[config.mk]
export PLATFORM = sky130hd
export DESIGN_NAME = cdi_regs
export DESIGN_NICKNAME = d
export VERILOG_FILES = /design/src/common/cdi_pkg.sv /design/src/verilog/cdi_regs.sv
export VERILOG_INCLUDE_DIRS = /design/src /design/src/common
export SDC_FILE = /design/constraint.sdc
export NUM_CORES = 1
export LEC_CHECK = 0
export BUFFER_PORTS_ARGS = -buffer_cell sky130_fd_sc_hd__buf_2
export CAP_MARGIN = 20
export CORE_MARGIN = 4
export CORE_UTILIZATION = 54
export DETAILED_ROUTE_END_ITERATION = 12
export PLACE_DENSITY = 0.76
export SYNTH_ARGS = -nofsm -noshare
export SYNTH_HDL_FRONTEND = slang
export SYNTH_SLANG_ARGS = --single-unit
[constraint.sdc]
create_clock -name CORE_CLK_I -period 2.3 [get_ports CORE_CLK_I]
set_clock_uncertainty 0.2 [all_clocks]
set_input_delay 0.46 -clock CORE_CLK_I [delete_from_list [all_inputs] [get_ports CORE_CLK_I]]
set_output_delay 0.46 -clock CORE_CLK_I [all_outputs]
set_load 0.005 [all_outputs]
[src/common/cdi_map.svh]
`ifndef CDI_MAP_SVH
`define CDI_MAP_SVH

// Register offsets
`define CDI_OFS_DRIVE_CHAN2 8'h20
`define CDI_OFS_DRIVE_CHAN3 8'h21
`define CDI_OFS_MAKER_CODE  8'h7E
`define CDI_OFS_PART_CODE   8'h7F

// Excitation level field
`define CDI_LEVEL_MSB 15
`define CDI_LEVEL_LSB 11
`define CDI_LEVEL_RST 5'h00

// Target port
`define CDI_I2C_ADDR  7'h2A
`define CDI_BYTE_BITS 4'h8

`endif

[src/common/cdi_pkg.sv]
package cdi_pkg;

    typedef logic [4:0] cdi_level_t;

    typedef enum logic [2:0] {
        CDI_ST_IDLE = 3'b000,
        CDI_ST_ADDR = 3'b001,
        CDI_ST_PTR  = 3'b010,
        CDI_ST_WDAT = 3'b011,
        CDI_ST_RDAT = 3'b100,
        CDI_ST_ACK  = 3'b101,
        CDI_ST_RACK = 3'b110
    } cdi_i2c_st_e;

    typedef enum logic {
        CDI_MODE_SLEEP  = 1'b0,
        CDI_MODE_ACTIVE = 1'b1
    } cdi_mode_e;

endpackage

[src/verilog/cdi_regs.sv]
// Operation
// - Channel 2 excitation level in bits 15:11, reset zero, applied during settle and convert.
// - Channel 3 excitation level in bits 15:11, reset zero, same mapping, lower bits reserved.
// - Read-only 16-bit maker code at 0x7E; writes leave it unchanged.
// - Read-only part code at 0x7F, one value per resolution variant.
// - Sleep keeps every register value intact.
// - Shutdown returns registers to reset; host reprograms afterwards.
// - Device powers up asleep, converting nothing until commanded active.
`timescale 1ns/1ps
`include "cdi_map.svh"

module cdi_regs #(
    parameter logic [15:0] MAKER_CODE  = 16'hA5C3, // Arbitrary value
    parameter logic [15:0] PART_CODE_N = 16'h0101, // Arbitrary value
    parameter logic [15:0] PART_CODE_W = 16'h0102, // Arbitrary value
    parameter bit          WIDE_PART   = 1'b0
) (
    input  wire logic              CORE_CLK_I,
    input  wire logic              RST_I,
    input  wire logic              CE_I,
    input  wire logic              SCL_I,
    input  wire logic              SDA_I,
    output logic                   SDA_O,
    output logic                   SDA_OE_O,
    input  wire logic              SHUTDOWN_I,
    input  wire logic              ACTIVE_CMD_I,
    input  wire logic              CH2_BUSY_I,
    input  wire logic              CH3_BUSY_I,
    output cdi_pkg::cdi_level_t    CH2_LEVEL_O,
    output cdi_pkg::cdi_level_t    CH3_LEVEL_O,
    output logic                   CH2_DRIVE_EN_O,
    output logic                   CH3_DRIVE_EN_O,
    output logic                   CONV_EN_O
);
    import cdi_pkg::*;
    ////////////////////////////////////////////////////////////////////////////////
    // Register read decode

    function automatic logic [15:0] read_word(input logic [7:0] ofs, input cdi_level_t l2, input cdi_level_t l3);
        logic [15:0] w;
        w = 16'h0000;
        unique case (ofs)
            `CDI_OFS_DRIVE_CHAN2: w[`CDI_LEVEL_MSB:`CDI_LEVEL_LSB] = l2;
            `CDI_OFS_DRIVE_CHAN3: w[`CDI_LEVEL_MSB:`CDI_LEVEL_LSB] = l3;
            `CDI_OFS_MAKER_CODE:  w = MAKER_CODE;
            `CDI_OFS_PART_CODE:   w = WIDE_PART ? PART_CODE_W : PART_CODE_N;
            default:              w = 16'h0000;
        endcase
        return w;
    endfunction

    ////////////////////////////////////////////////////////////////////////////////
    // State

    cdi_i2c_st_e st_r, st_nxt, tgt_r, tgt_nxt;
    cdi_mode_e   mode_r, mode_nxt;
    cdi_level_t  lvl2_r, lvl2_nxt, lvl3_r, lvl3_nxt;
    logic [7:0]  sh_r, sh_nxt, hi_r, hi_nxt, tx_r, tx_nxt, ptr_r, ptr_nxt;
    logic [3:0]  cnt_r, cnt_nxt;
    logic        hi_sel_r, hi_sel_nxt, oe_r, oe_nxt;
    logic        scl_q_r, sda_q_r;
    logic        scl_rise, scl_fall, bus_start, bus_stop;
    logic        wr_stb;
    logic [15:0] wr_word, rd_word;

    assign scl_rise  = SCL_I & ~scl_q_r;
    assign scl_fall  = ~SCL_I & scl_q_r;
    assign bus_start = SCL_I & scl_q_r & sda_q_r & ~SDA_I;
    assign bus_stop  = SCL_I & scl_q_r & ~sda_q_r & SDA_I;
    assign rd_word   = read_word(ptr_r, lvl2_r, lvl3_r);

    always_comb begin
        st_nxt     = st_r;
        tgt_nxt    = tgt_r;
        mode_nxt   = mode_r;
        lvl2_nxt   = lvl2_r;
        lvl3_nxt   = lvl3_r;
        sh_nxt     = sh_r;
        hi_nxt     = hi_r;
        tx_nxt     = tx_r;
        ptr_nxt    = ptr_r;
        cnt_nxt    = cnt_r;
        hi_sel_nxt = hi_sel_r;
        oe_nxt     = oe_r;
        wr_stb     = 1'b0;
        wr_word    = {hi_r, sh_r};
        if (SHUTDOWN_I) begin
            // Configuration lost, port dormant
            st_nxt   = CDI_ST_IDLE;
            oe_nxt   = 1'b0;
            mode_nxt = CDI_MODE_SLEEP;
            lvl2_nxt = `CDI_LEVEL_RST;
            lvl3_nxt = `CDI_LEVEL_RST;
            ptr_nxt  = 8'h00;
        end else begin
            mode_nxt = ACTIVE_CMD_I ? CDI_MODE_ACTIVE : CDI_MODE_SLEEP;
            if (bus_start) begin
                st_nxt     = CDI_ST_ADDR;
                cnt_nxt    = 4'h0;
                oe_nxt     = 1'b0;
                hi_sel_nxt = 1'b0;
            end else if (bus_stop) begin
                st_nxt = CDI_ST_IDLE;
                oe_nxt = 1'b0;
            end else begin
                unique case (st_r)
                    CDI_ST_IDLE: begin
                        oe_nxt = 1'b0;
                    end
                    CDI_ST_ADDR, CDI_ST_PTR, CDI_ST_WDAT: begin
                        if (scl_rise) begin
                            sh_nxt  = {sh_r[6:0], SDA_I};
                            cnt_nxt = cnt_r + 4'h1;
                        end else if (scl_fall && cnt_r == `CDI_BYTE_BITS) begin
                            cnt_nxt = 4'h0;
                            oe_nxt  = 1'b1;
                            st_nxt  = CDI_ST_ACK;
                            if (st_r == CDI_ST_ADDR) begin
                                tgt_nxt = sh_r[0] ? CDI_ST_RDAT : CDI_ST_PTR;
                                if (sh_r[7:1] != `CDI_I2C_ADDR) begin
                                    oe_nxt = 1'b0;
                                    st_nxt = CDI_ST_IDLE;
                                end
                            end else if (st_r == CDI_ST_PTR) begin
                                ptr_nxt    = sh_r;
                                tgt_nxt    = CDI_ST_WDAT;
                                hi_sel_nxt = 1'b0;
                            end else begin
                                tgt_nxt = CDI_ST_WDAT;
                                if (!hi_sel_r) begin
                                    hi_nxt     = sh_r;
                                    hi_sel_nxt = 1'b1;
                                end else begin
                                    wr_stb     = 1'b1;
                                    hi_sel_nxt = 1'b0;
                                    ptr_nxt    = ptr_r + 8'h01;
                                end
                            end
                        end
                    end
                    CDI_ST_ACK: begin
                        if (scl_fall) begin
                            st_nxt = tgt_r;
                            oe_nxt = 1'b0;
                            if (tgt_r == CDI_ST_RDAT) begin
                                tx_nxt     = rd_word[15:8];
                                oe_nxt     = ~rd_word[15];
                                hi_sel_nxt = 1'b1;
                            end
                        end
                    end
                    CDI_ST_RDAT: begin
                        if (scl_rise) begin
                            cnt_nxt = cnt_r + 4'h1;
                        end else if (scl_fall) begin
                            if (cnt_r == `CDI_BYTE_BITS) begin
                                cnt_nxt = 4'h0;
                                oe_nxt  = 1'b0;
                                st_nxt  = CDI_ST_RACK;
                            end else begin
                                tx_nxt = {tx_r[6:0], 1'b0};
                                oe_nxt = ~tx_r[6];
                            end
                        end
                    end
                    CDI_ST_RACK: begin
                        if (scl_rise && SDA_I) begin
                            st_nxt = CDI_ST_IDLE;
                        end else if (scl_fall) begin
                            st_nxt = CDI_ST_RDAT;
                            if (hi_sel_r) begin
                                tx_nxt     = rd_word[7:0];
                                oe_nxt     = ~rd_word[7];
                                hi_sel_nxt = 1'b0;
                                ptr_nxt    = ptr_r + 8'h01;
                            end else begin
                                tx_nxt     = rd_word[15:8];
                                oe_nxt     = ~rd_word[15];
                                hi_sel_nxt = 1'b1;
                            end
                        end
                    end
                    default: begin
                        st_nxt = CDI_ST_IDLE;
                        oe_nxt = 1'b0;
                    end
                endcase
            end
            // Writes land only in the level fields; identity words ignore them
            if (wr_stb && ptr_r == `CDI_OFS_DRIVE_CHAN2) begin
                lvl2_nxt = wr_word[`CDI_LEVEL_MSB:`CDI_LEVEL_LSB];
            end
            if (wr_stb && ptr_r == `CDI_OFS_DRIVE_CHAN3) begin
                lvl3_nxt = wr_word[`CDI_LEVEL_MSB:`CDI_LEVEL_LSB];
            end
        end
    end

    always_ff @(posedge CORE_CLK_I) begin
        if (RST_I) begin
            st_r     <= CDI_ST_IDLE;
            tgt_r    <= CDI_ST_IDLE;
            mode_r   <= CDI_MODE_SLEEP;
            lvl2_r   <= `CDI_LEVEL_RST;
            lvl3_r   <= `CDI_LEVEL_RST;
            sh_r     <= 8'h00;
            hi_r     <= 8'h00;
            tx_r     <= 8'h00;
            ptr_r    <= 8'h00;
            cnt_r    <= 4'h0;
            hi_sel_r <= 1'b0;
            oe_r     <= 1'b0;
            scl_q_r  <= 1'b1;
            sda_q_r  <= 1'b1;
        end else if (CE_I) begin
            st_r     <= st_nxt;
            tgt_r    <= tgt_nxt;
            mode_r   <= mode_nxt;
            lvl2_r   <= lvl2_nxt;
            lvl3_r   <= lvl3_nxt;
            sh_r     <= sh_nxt;
            hi_r     <= hi_nxt;
            tx_r     <= tx_nxt;
            ptr_r    <= ptr_nxt;
            cnt_r    <= cnt_nxt;
            hi_sel_r <= hi_sel_nxt;
            oe_r     <= oe_nxt;
            scl_q_r  <= SCL_I;
            sda_q_r  <= SDA_I;
        end
    end

    ////////////////////////////////////////////////////////////////////////////////
    // Outputs

    assign SDA_O          = 1'b0;
    assign SDA_OE_O       = oe_r;
    assign CH2_LEVEL_O    = lvl2_r;
    assign CH3_LEVEL_O    = lvl3_r;
    assign CONV_EN_O      = (mode_r == CDI_MODE_ACTIVE);
    assign CH2_DRIVE_EN_O = CH2_BUSY_I & CONV_EN_O;
    assign CH3_DRIVE_EN_O = CH3_BUSY_I & CONV_EN_O;

    ////////////////////////////////////////////////////////////////////////////////
    // Assertions

    logic ld_first;
    assign ld_first = CE_I & ~SHUTDOWN_I & ~bus_start & ~bus_stop & scl_fall
                    & (st_r == CDI_ST_ACK) & (tgt_r == CDI_ST_RDAT);
endmodule

; Yosys cells after proc, flatten, opt, wreduce, memory -nomap -nowiden
; Index checks and enable logic that the tools add are counted.
[classes]
reduce_logical = 23
eq_ne = 48
bitwise = 23
muxes = 89
add_sub_neg = 2
[op_table]
columns = operator, count
row1 = 8-bit 2-to-1 mux, 10
row2 = 7-bit 2-to-1 mux, 8
row3 = 3-bit 2-to-1 mux, 15
row4 = 5-bit != test (second input constant), 8
row5 = 1-bit 2-to-1 mux, 37
row6 = 3-bit != test (second input constant), 11
row7 = 4-bit 2-to-1 mux, 7
row8 = 11-bit one-hot mux with 2 select lines, 1
row9 = 7-bit one-hot mux with 3 select lines, 1
row10 = 5-bit 2-to-1 mux, 4
row11 = 2-bit != test (second input constant), 9
row12 = 9-bit AND reduction, 2
row13 = 8-bit by 6-bit equality test with 1-bit output (second input constant), 2
row14 = 8-bit by 7-bit equality test with 1-bit output (second input constant), 2
row15 = 4-bit != test (second input constant), 4
row16 = 8-bit one-hot mux with 2 select lines, 1
row17 = 3-bit one-hot mux with 5 select lines, 1
row18 = 5-bit one-hot mux with 3 select lines, 1
row19 = 1-bit NOT, 14
row20 = 7-bit AND reduction, 2
row21 = 3-bit equality test (second input constant), 4
row22 = 12-bit AND reduction, 1
row23 = 11-bit AND reduction, 1
row24 = 10-bit AND reduction, 1
row25 = 22 further kinds, 38
[word_totals]
register_bits = 56
word_cells = 199
output_inout_bits = 15

; Longest topological paths before layout
[depth]
word_depth = 12
ltp_mapped = 8
ltp_nobuf = 7

; Worst setup path before layout
; OpenSTA, ideal clock, no wires.
[synth_path]
kind = input port to flip-flop
startpoint = input SCL_I
endpoint = register lvl2_r[0], in the netlist CH2_LEVEL_O[0]
stages = 7
t_arrival_ns = 1.923
path_buffers = 0
setup_ns = 0.119
setup_slack_ns = 0.057
cell_sequence = inv_1 ha_1 nand4b_4 or3_4 nor4_4 nand2_4 mux2i_1
[synth_between]
elab_chain_cells = 12
elab_cells_between_ends = 18
classes_between = mux (6) / bitwise (8) / reduce/logical (4)
[synth_lines]
columns = element, line_no
row1 = start: declaration, cdi_regs.sv:21  ; input wire logic SCL_I,
row2 = 1-bit NOT, cdi_regs.sv:67  ; assign scl_fall = ~SCL_I & scl_q_r;
row3 = 1-bit bitwise AND, cdi_regs.sv:67
row4 = 1-bit logical AND (no line), n/a
row5 = 1-bit 2-to-1 mux, cdi_regs.sv:114  ; end else if (scl_fall && cnt_r == `CDI_BYTE_BITS) begin
row6 = 1-bit 2-to-1 mux, cdi_regs.sv:111  ; if (scl_rise) begin
row7 = 1-bit 2-to-1 mux, cdi_regs.sv:106  ; unique case (st_r)
row8 = 1-bit 2-to-1 mux, cdi_regs.sv:102  ; end else if (bus_stop) begin
row9 = 1-bit 2-to-1 mux (*), cdi_regs.sv:97  ; if (bus_start) begin
row10 = 1-bit 2-to-1 mux (*), cdi_regs.sv:87  ; if (SHUTDOWN_I) begin
row11 = 1-bit logical AND (no line) (*), n/a
row12 = 2-bit nonzero test (no line) (*), n/a
row13 = 2-bit AND reduction (no line) (*), n/a
row14 = end signal: assignment, cdi_regs.sv:204  ; lvl2_r <= `CDI_LEVEL_RST;
row15 = end signal: assignment, cdi_regs.sv:219  ; lvl2_r <= lvl2_nxt;
row16 = end: declaration, cdi_regs.sv:57  ; cdi_level_t lvl2_r, lvl2_nxt, lvl3_r, lvl3_nxt;
; Every way passes the cells marked *; elsewhere a longest branch is shown, timed or not. The select of a mux whose other input is x is not followed.
; A chain may end at the register's enable or synchronous reset.

; Worst setup path after layout
[layout_path]
startpoint = register cnt_r[0]
endpoint = register lvl2_r[0], in the netlist CH2_LEVEL_O[0]
[layout_between]
elab_chain_cells = 11
[layout_lines]
columns = element, line_no
row1 = start: declaration, cdi_regs.sv:59  ; logic [3:0] cnt_r, cnt_nxt;
row2 = start signal: assignment, cdi_regs.sv:225  ; cnt_r <= cnt_nxt;
row3 = 4-bit equality test (no line), n/a
row4 = 1-bit logical AND (no line), n/a
row5 = 1-bit 2-to-1 mux, cdi_regs.sv:114
row6 = 1-bit 2-to-1 mux, cdi_regs.sv:111
row7 = 1-bit 2-to-1 mux, cdi_regs.sv:106
row8 = 1-bit 2-to-1 mux, cdi_regs.sv:102
row9 = 1-bit 2-to-1 mux, cdi_regs.sv:97
row10 = 1-bit 2-to-1 mux, cdi_regs.sv:87
row11 = 1-bit logical AND (no line), n/a
row12 = 2-bit nonzero test (no line), n/a
row13 = 2-bit AND reduction (no line), n/a
; No other way between the ends. The select of a mux whose other input is x is not followed.

==> summary.md <==
| Metric | Value |
|---|---|
| Cell with the largest stage delay on the worst path | sky130_fd_sc_hd__or3_4 |
| Critical setup path kind | flop to flop |
| Worst vdd ir | 0.389 mV |
| Number of synthesized flops with an enable pin | 0 |
| Placeable Area | 5640 sq um |
| Final RePlAce weighted congestion | 0.891 |
| Total negative slack for setup checks | 0 ps |
| Class of the tightest hold or removal check | input pin to flop |
| Total instance count after detailed placement | 498 |
| Area fraction of the dominant cell type after synthesis | 0.328 |
| Portion of the post-synthesis area used by sequential elements | 0.328 |
| Die Height | 85.4 um |
| Root buf cell | sky130_fd_sc_hd__clkbuf_8 |
| Number of DRC markers after the initial detailed-route iteration | 180 |
| Finished Core Util | 0.674 |
| Sequence of cells on the critical path | inv_1 > ha_1 > nand4b_4 > or3_4 > nor4_4 > buf_4 > nand2_4 > mux2i_1 |
| N_diodes | 0 |
| RSZ-0062 raised after global routing | no |
| Number of distinct library cell variants in the gate-level netlist after synthesis | 68 |
| Wire length of the first global-routing pass | 13700 um |
| Global route total overflow | 0 |
| Number of global-route vias before repair | 2813 |
| Fin nets | 453 |
| Startpoint type of the worst setup path | flop |
| Largest stage delay, worst path | 410 ps |
| Worst Path Arrival | 2220 ps |
| Initial antenna violation count | 0 |
| Remaining routing DRC violations | 0 |
| Most instantiated flip-flop cell in the synthesis netlist | sky130_fd_sc_hd__dfxtp_1 |
| Least-Margin Pin Slew | 519 ps |
| Pwr dens | 446 nW/um^2 |
| Maximum fanout count along the critical path | 5 |
| Crit. End Element | flop |
| #FFs+latches synth | 53 |
| Die Footprint | 7290 sq um |
| Number of nets with antenna violations after detailed routing | 0 |
| Fraction of final layout cells sized beyond drive strength 1 | 0.209 |
| Pin count of the biggest net entering global routing | 31 |
| Ys async rst share | 0 |
| Achievable Freq | 458 MHz |
| Clock Pin Slew Worst Setup and Hold Paths | 100 ps |
| Clock tree from TritonCTS | yes |
| Cell area reported after detailed placement | 3670 sq um |
| Maximum root-to-sink buffer count | 2 |
| Rel. slew slack | 0.649 |
| Leading cell types by total area after synthesis | sky130_fd_sc_hd__dfxtp_1 (33%), sky130_fd_sc_hd__mux2i_1 (11%), sky130_fd_sc_hd__nor2_1 (3.9%) |
| Largest area contributor in the netlist | sky130_fd_sc_hd__dfxtp_1 |
| Clock Latency Late Sink | 310 ps |
| Leakage | 1.62 nW |
| # port buffers | 22 |
| Area grow syn2layout | 17.6% |
| Syn Area/Cell | 8.36 sq um |
| Cell area after layout | 3800 sq um |
| Count of final setup violators | 0 |
| Warnings, synthesis | 0 |
| Count of endpoints failing hold in the final timing report | 0 |
| Post-Synthesis Cells | 387 |
| Num Clock Sinks | 53 |
| Total via count after detailed routing | 3080 |
| Total routed wirelength | 8210 um |
| Clock period minus final worst setup slack | 2180 ps |
| Max-slew violation count | 0 |
| Row Count | 27 |
| Final cycle utilization of the critical path | 0.950 |
| Result of the run | complete, no violations |
| Top Ports | 24 |
| CTS H-tree depth | 2 |
| Post-DP HPWL | 6040 um |
| Avg WL per Cell | 16.2 um |
| Net Count, Synth | 405 |
| Area of the mapped netlist | 3230 sq um |
| Die Span X | 85.4 um |
| Fillcell total | 477 |
| Count of TritonRoute iterations in the first routing pass | 5 |
| Gr usage total | 0.229 |
| Effective utilization at floorplan | 0.573 |
| Number of non-filler instances in the completed layout | 508 |
| Max capacitance violation total | 0 |
| Data required time of the worst path | 2330 ps |
| TritonCTS buffer count | 5 |
| Via density per instance | 6.06 |
==> cell usage in the layout, fill, tap and decap left out, types with 6 or more instances in the layout <==
cell,n
sky130_fd_sc_hd__nand4_1,6
sky130_fd_sc_hd__buf_4,40
sky130_fd_sc_hd__o21ai_0,13
sky130_fd_sc_hd__a21oi_1,21
sky130_fd_sc_hd__o211ai_1,7
sky130_fd_sc_hd__nand2_1,28
sky130_fd_sc_hd__buf_2,22
sky130_fd_sc_hd__mux2i_1,34
sky130_fd_sc_hd__nor2_1,34
sky130_fd_sc_hd__nand3_1,25
sky130_fd_sc_hd__and2_1,7
sky130_fd_sc_hd__inv_1,15
sky130_fd_sc_hd__ha_1,9
sky130_fd_sc_hd__nor2b_1,9
sky130_fd_sc_hd__dfxtp_1,53
==> kinds of logic after synthesis <==
| logic type | share of synthesized area |
|---|---|
| xor+xnor | 0.00542 |
| mux | 0.112 |
| other cells | 0.00116 |
| flops | 0.328 |
| fa+ha+maj | 0.0348 |
| simple gates | 0.280 |
| compound gates | 0.188 |
| buf+inv | 0.0503 |
==> Yosys cell counts, drive strengths merged (5+ instances only) <==
library cell / number
dfxtp: 53
mux2i: 34
nor2: 34
nand2: 30
nand3: 25
a21oi: 21
clkbuf: 15
inv: 15
o21ai: 14
buf: 9
ha: 9
nor2b: 9
o211ai: 8
and2: 7
nand4: 7
a211oi: 5
a22oi: 5
nand2b: 5
nor3: 5
nor4: 5
==> worst max-delay path, delay by kind of cell (launching register included) <==
family / cells / cell delay, ps
flip-flops: 1 / 360
adder cells (fa/ha/maj): 1 / 230
multiplexers: 1 / 190
buffers and inverters: 2 / 240
AND/OR/NAND/NOR: 4 / 900
==> sequential cells by signal, indices dropped and copies added, names as in the netlist <==
signal and count:
CH2_LEVEL_O 5, CH3_LEVEL_O 5, CONV_EN_O 1, SDA_OE_O 1, cnt_r 4, hi_r 5
hi_sel_r 1, ptr_r 8, scl_q_r 1, sda_q_r 1, sh_r 8, st_r 3
tgt_r 3, tx_r 7
==> per-stage QoR <==
stage               power, mW  hold slack, ps  setup WS [ps]
finish                   1.70             179            116
global route             1.76             230           7.70
CTS                      1.70             180            131
detailed placement       1.07             260          -87.2
global placement         1.07             252          -58.5
floorplan                1.02             234           57.2
==> power breakdown <==
part           internal (mW)  total, mW  leakage (nW)  switching, mW
combinational         0.0545      0.134          1.14         0.0792
clock                  0.327      0.638        0.0554          0.311
sequential             0.920      0.924         0.427        0.00418
total                   1.30       1.70          1.62          0.394
==> worst paths after layout <==
| path | startpoint | end | slack (ps) | cells after the start |
|---|---|---|---|---|
| setup / recovery | cnt_r[0]$_SDFFE_PP0P_ | CH2_LEVEL_O[0]$_SDFFE_PP0P_ | 120 | 8 |
| hold / removal | ACTIVE_CMD_I | CONV_EN_O$_SDFFE_PP0P_ | 180 | 3 |
| setup reg to reg | cnt_r[0]$_SDFFE_PP0P_ | CH2_LEVEL_O[0]$_SDFFE_PP0P_ | 120 | 8 |
| hold reg to reg | tx_r[6]$_SDFFE_PP0P_ | tx_r[6]$_SDFFE_PP0P_ | 270 | 2 |
==> per-layer routing <==
metal	global-route usage	routed length [um]
met1	0.334	3910
met2	0.358	3750
met3	0.0330	459
met4	0.0460	86
met5	0	0
==> layout make-up <==
class | instances | area [sq um] | share of cell area
tap | 72 | 90.1 | 0.0237
clock buffer | 6 | 72.6 | 0.0191
multi-input combinational | 295 | 2020 | 0.530
timing repair buffer | 65 | 470 | 0.124
clock inverter | 2 | 38.8 | 0.0102
inverter | 15 | 56.3 | 0.0148
sequential | 53 | 1060 | 0.279
==> what timing repair did <==
action                                  in CTS  in global routing
resized for setup                            0                  1
hold buffers                                 0                  0
setup buffers                                0                  2
endpoints found under the setup margin       0                  5
Note: power is estimated with default switching activity, not from simulation.
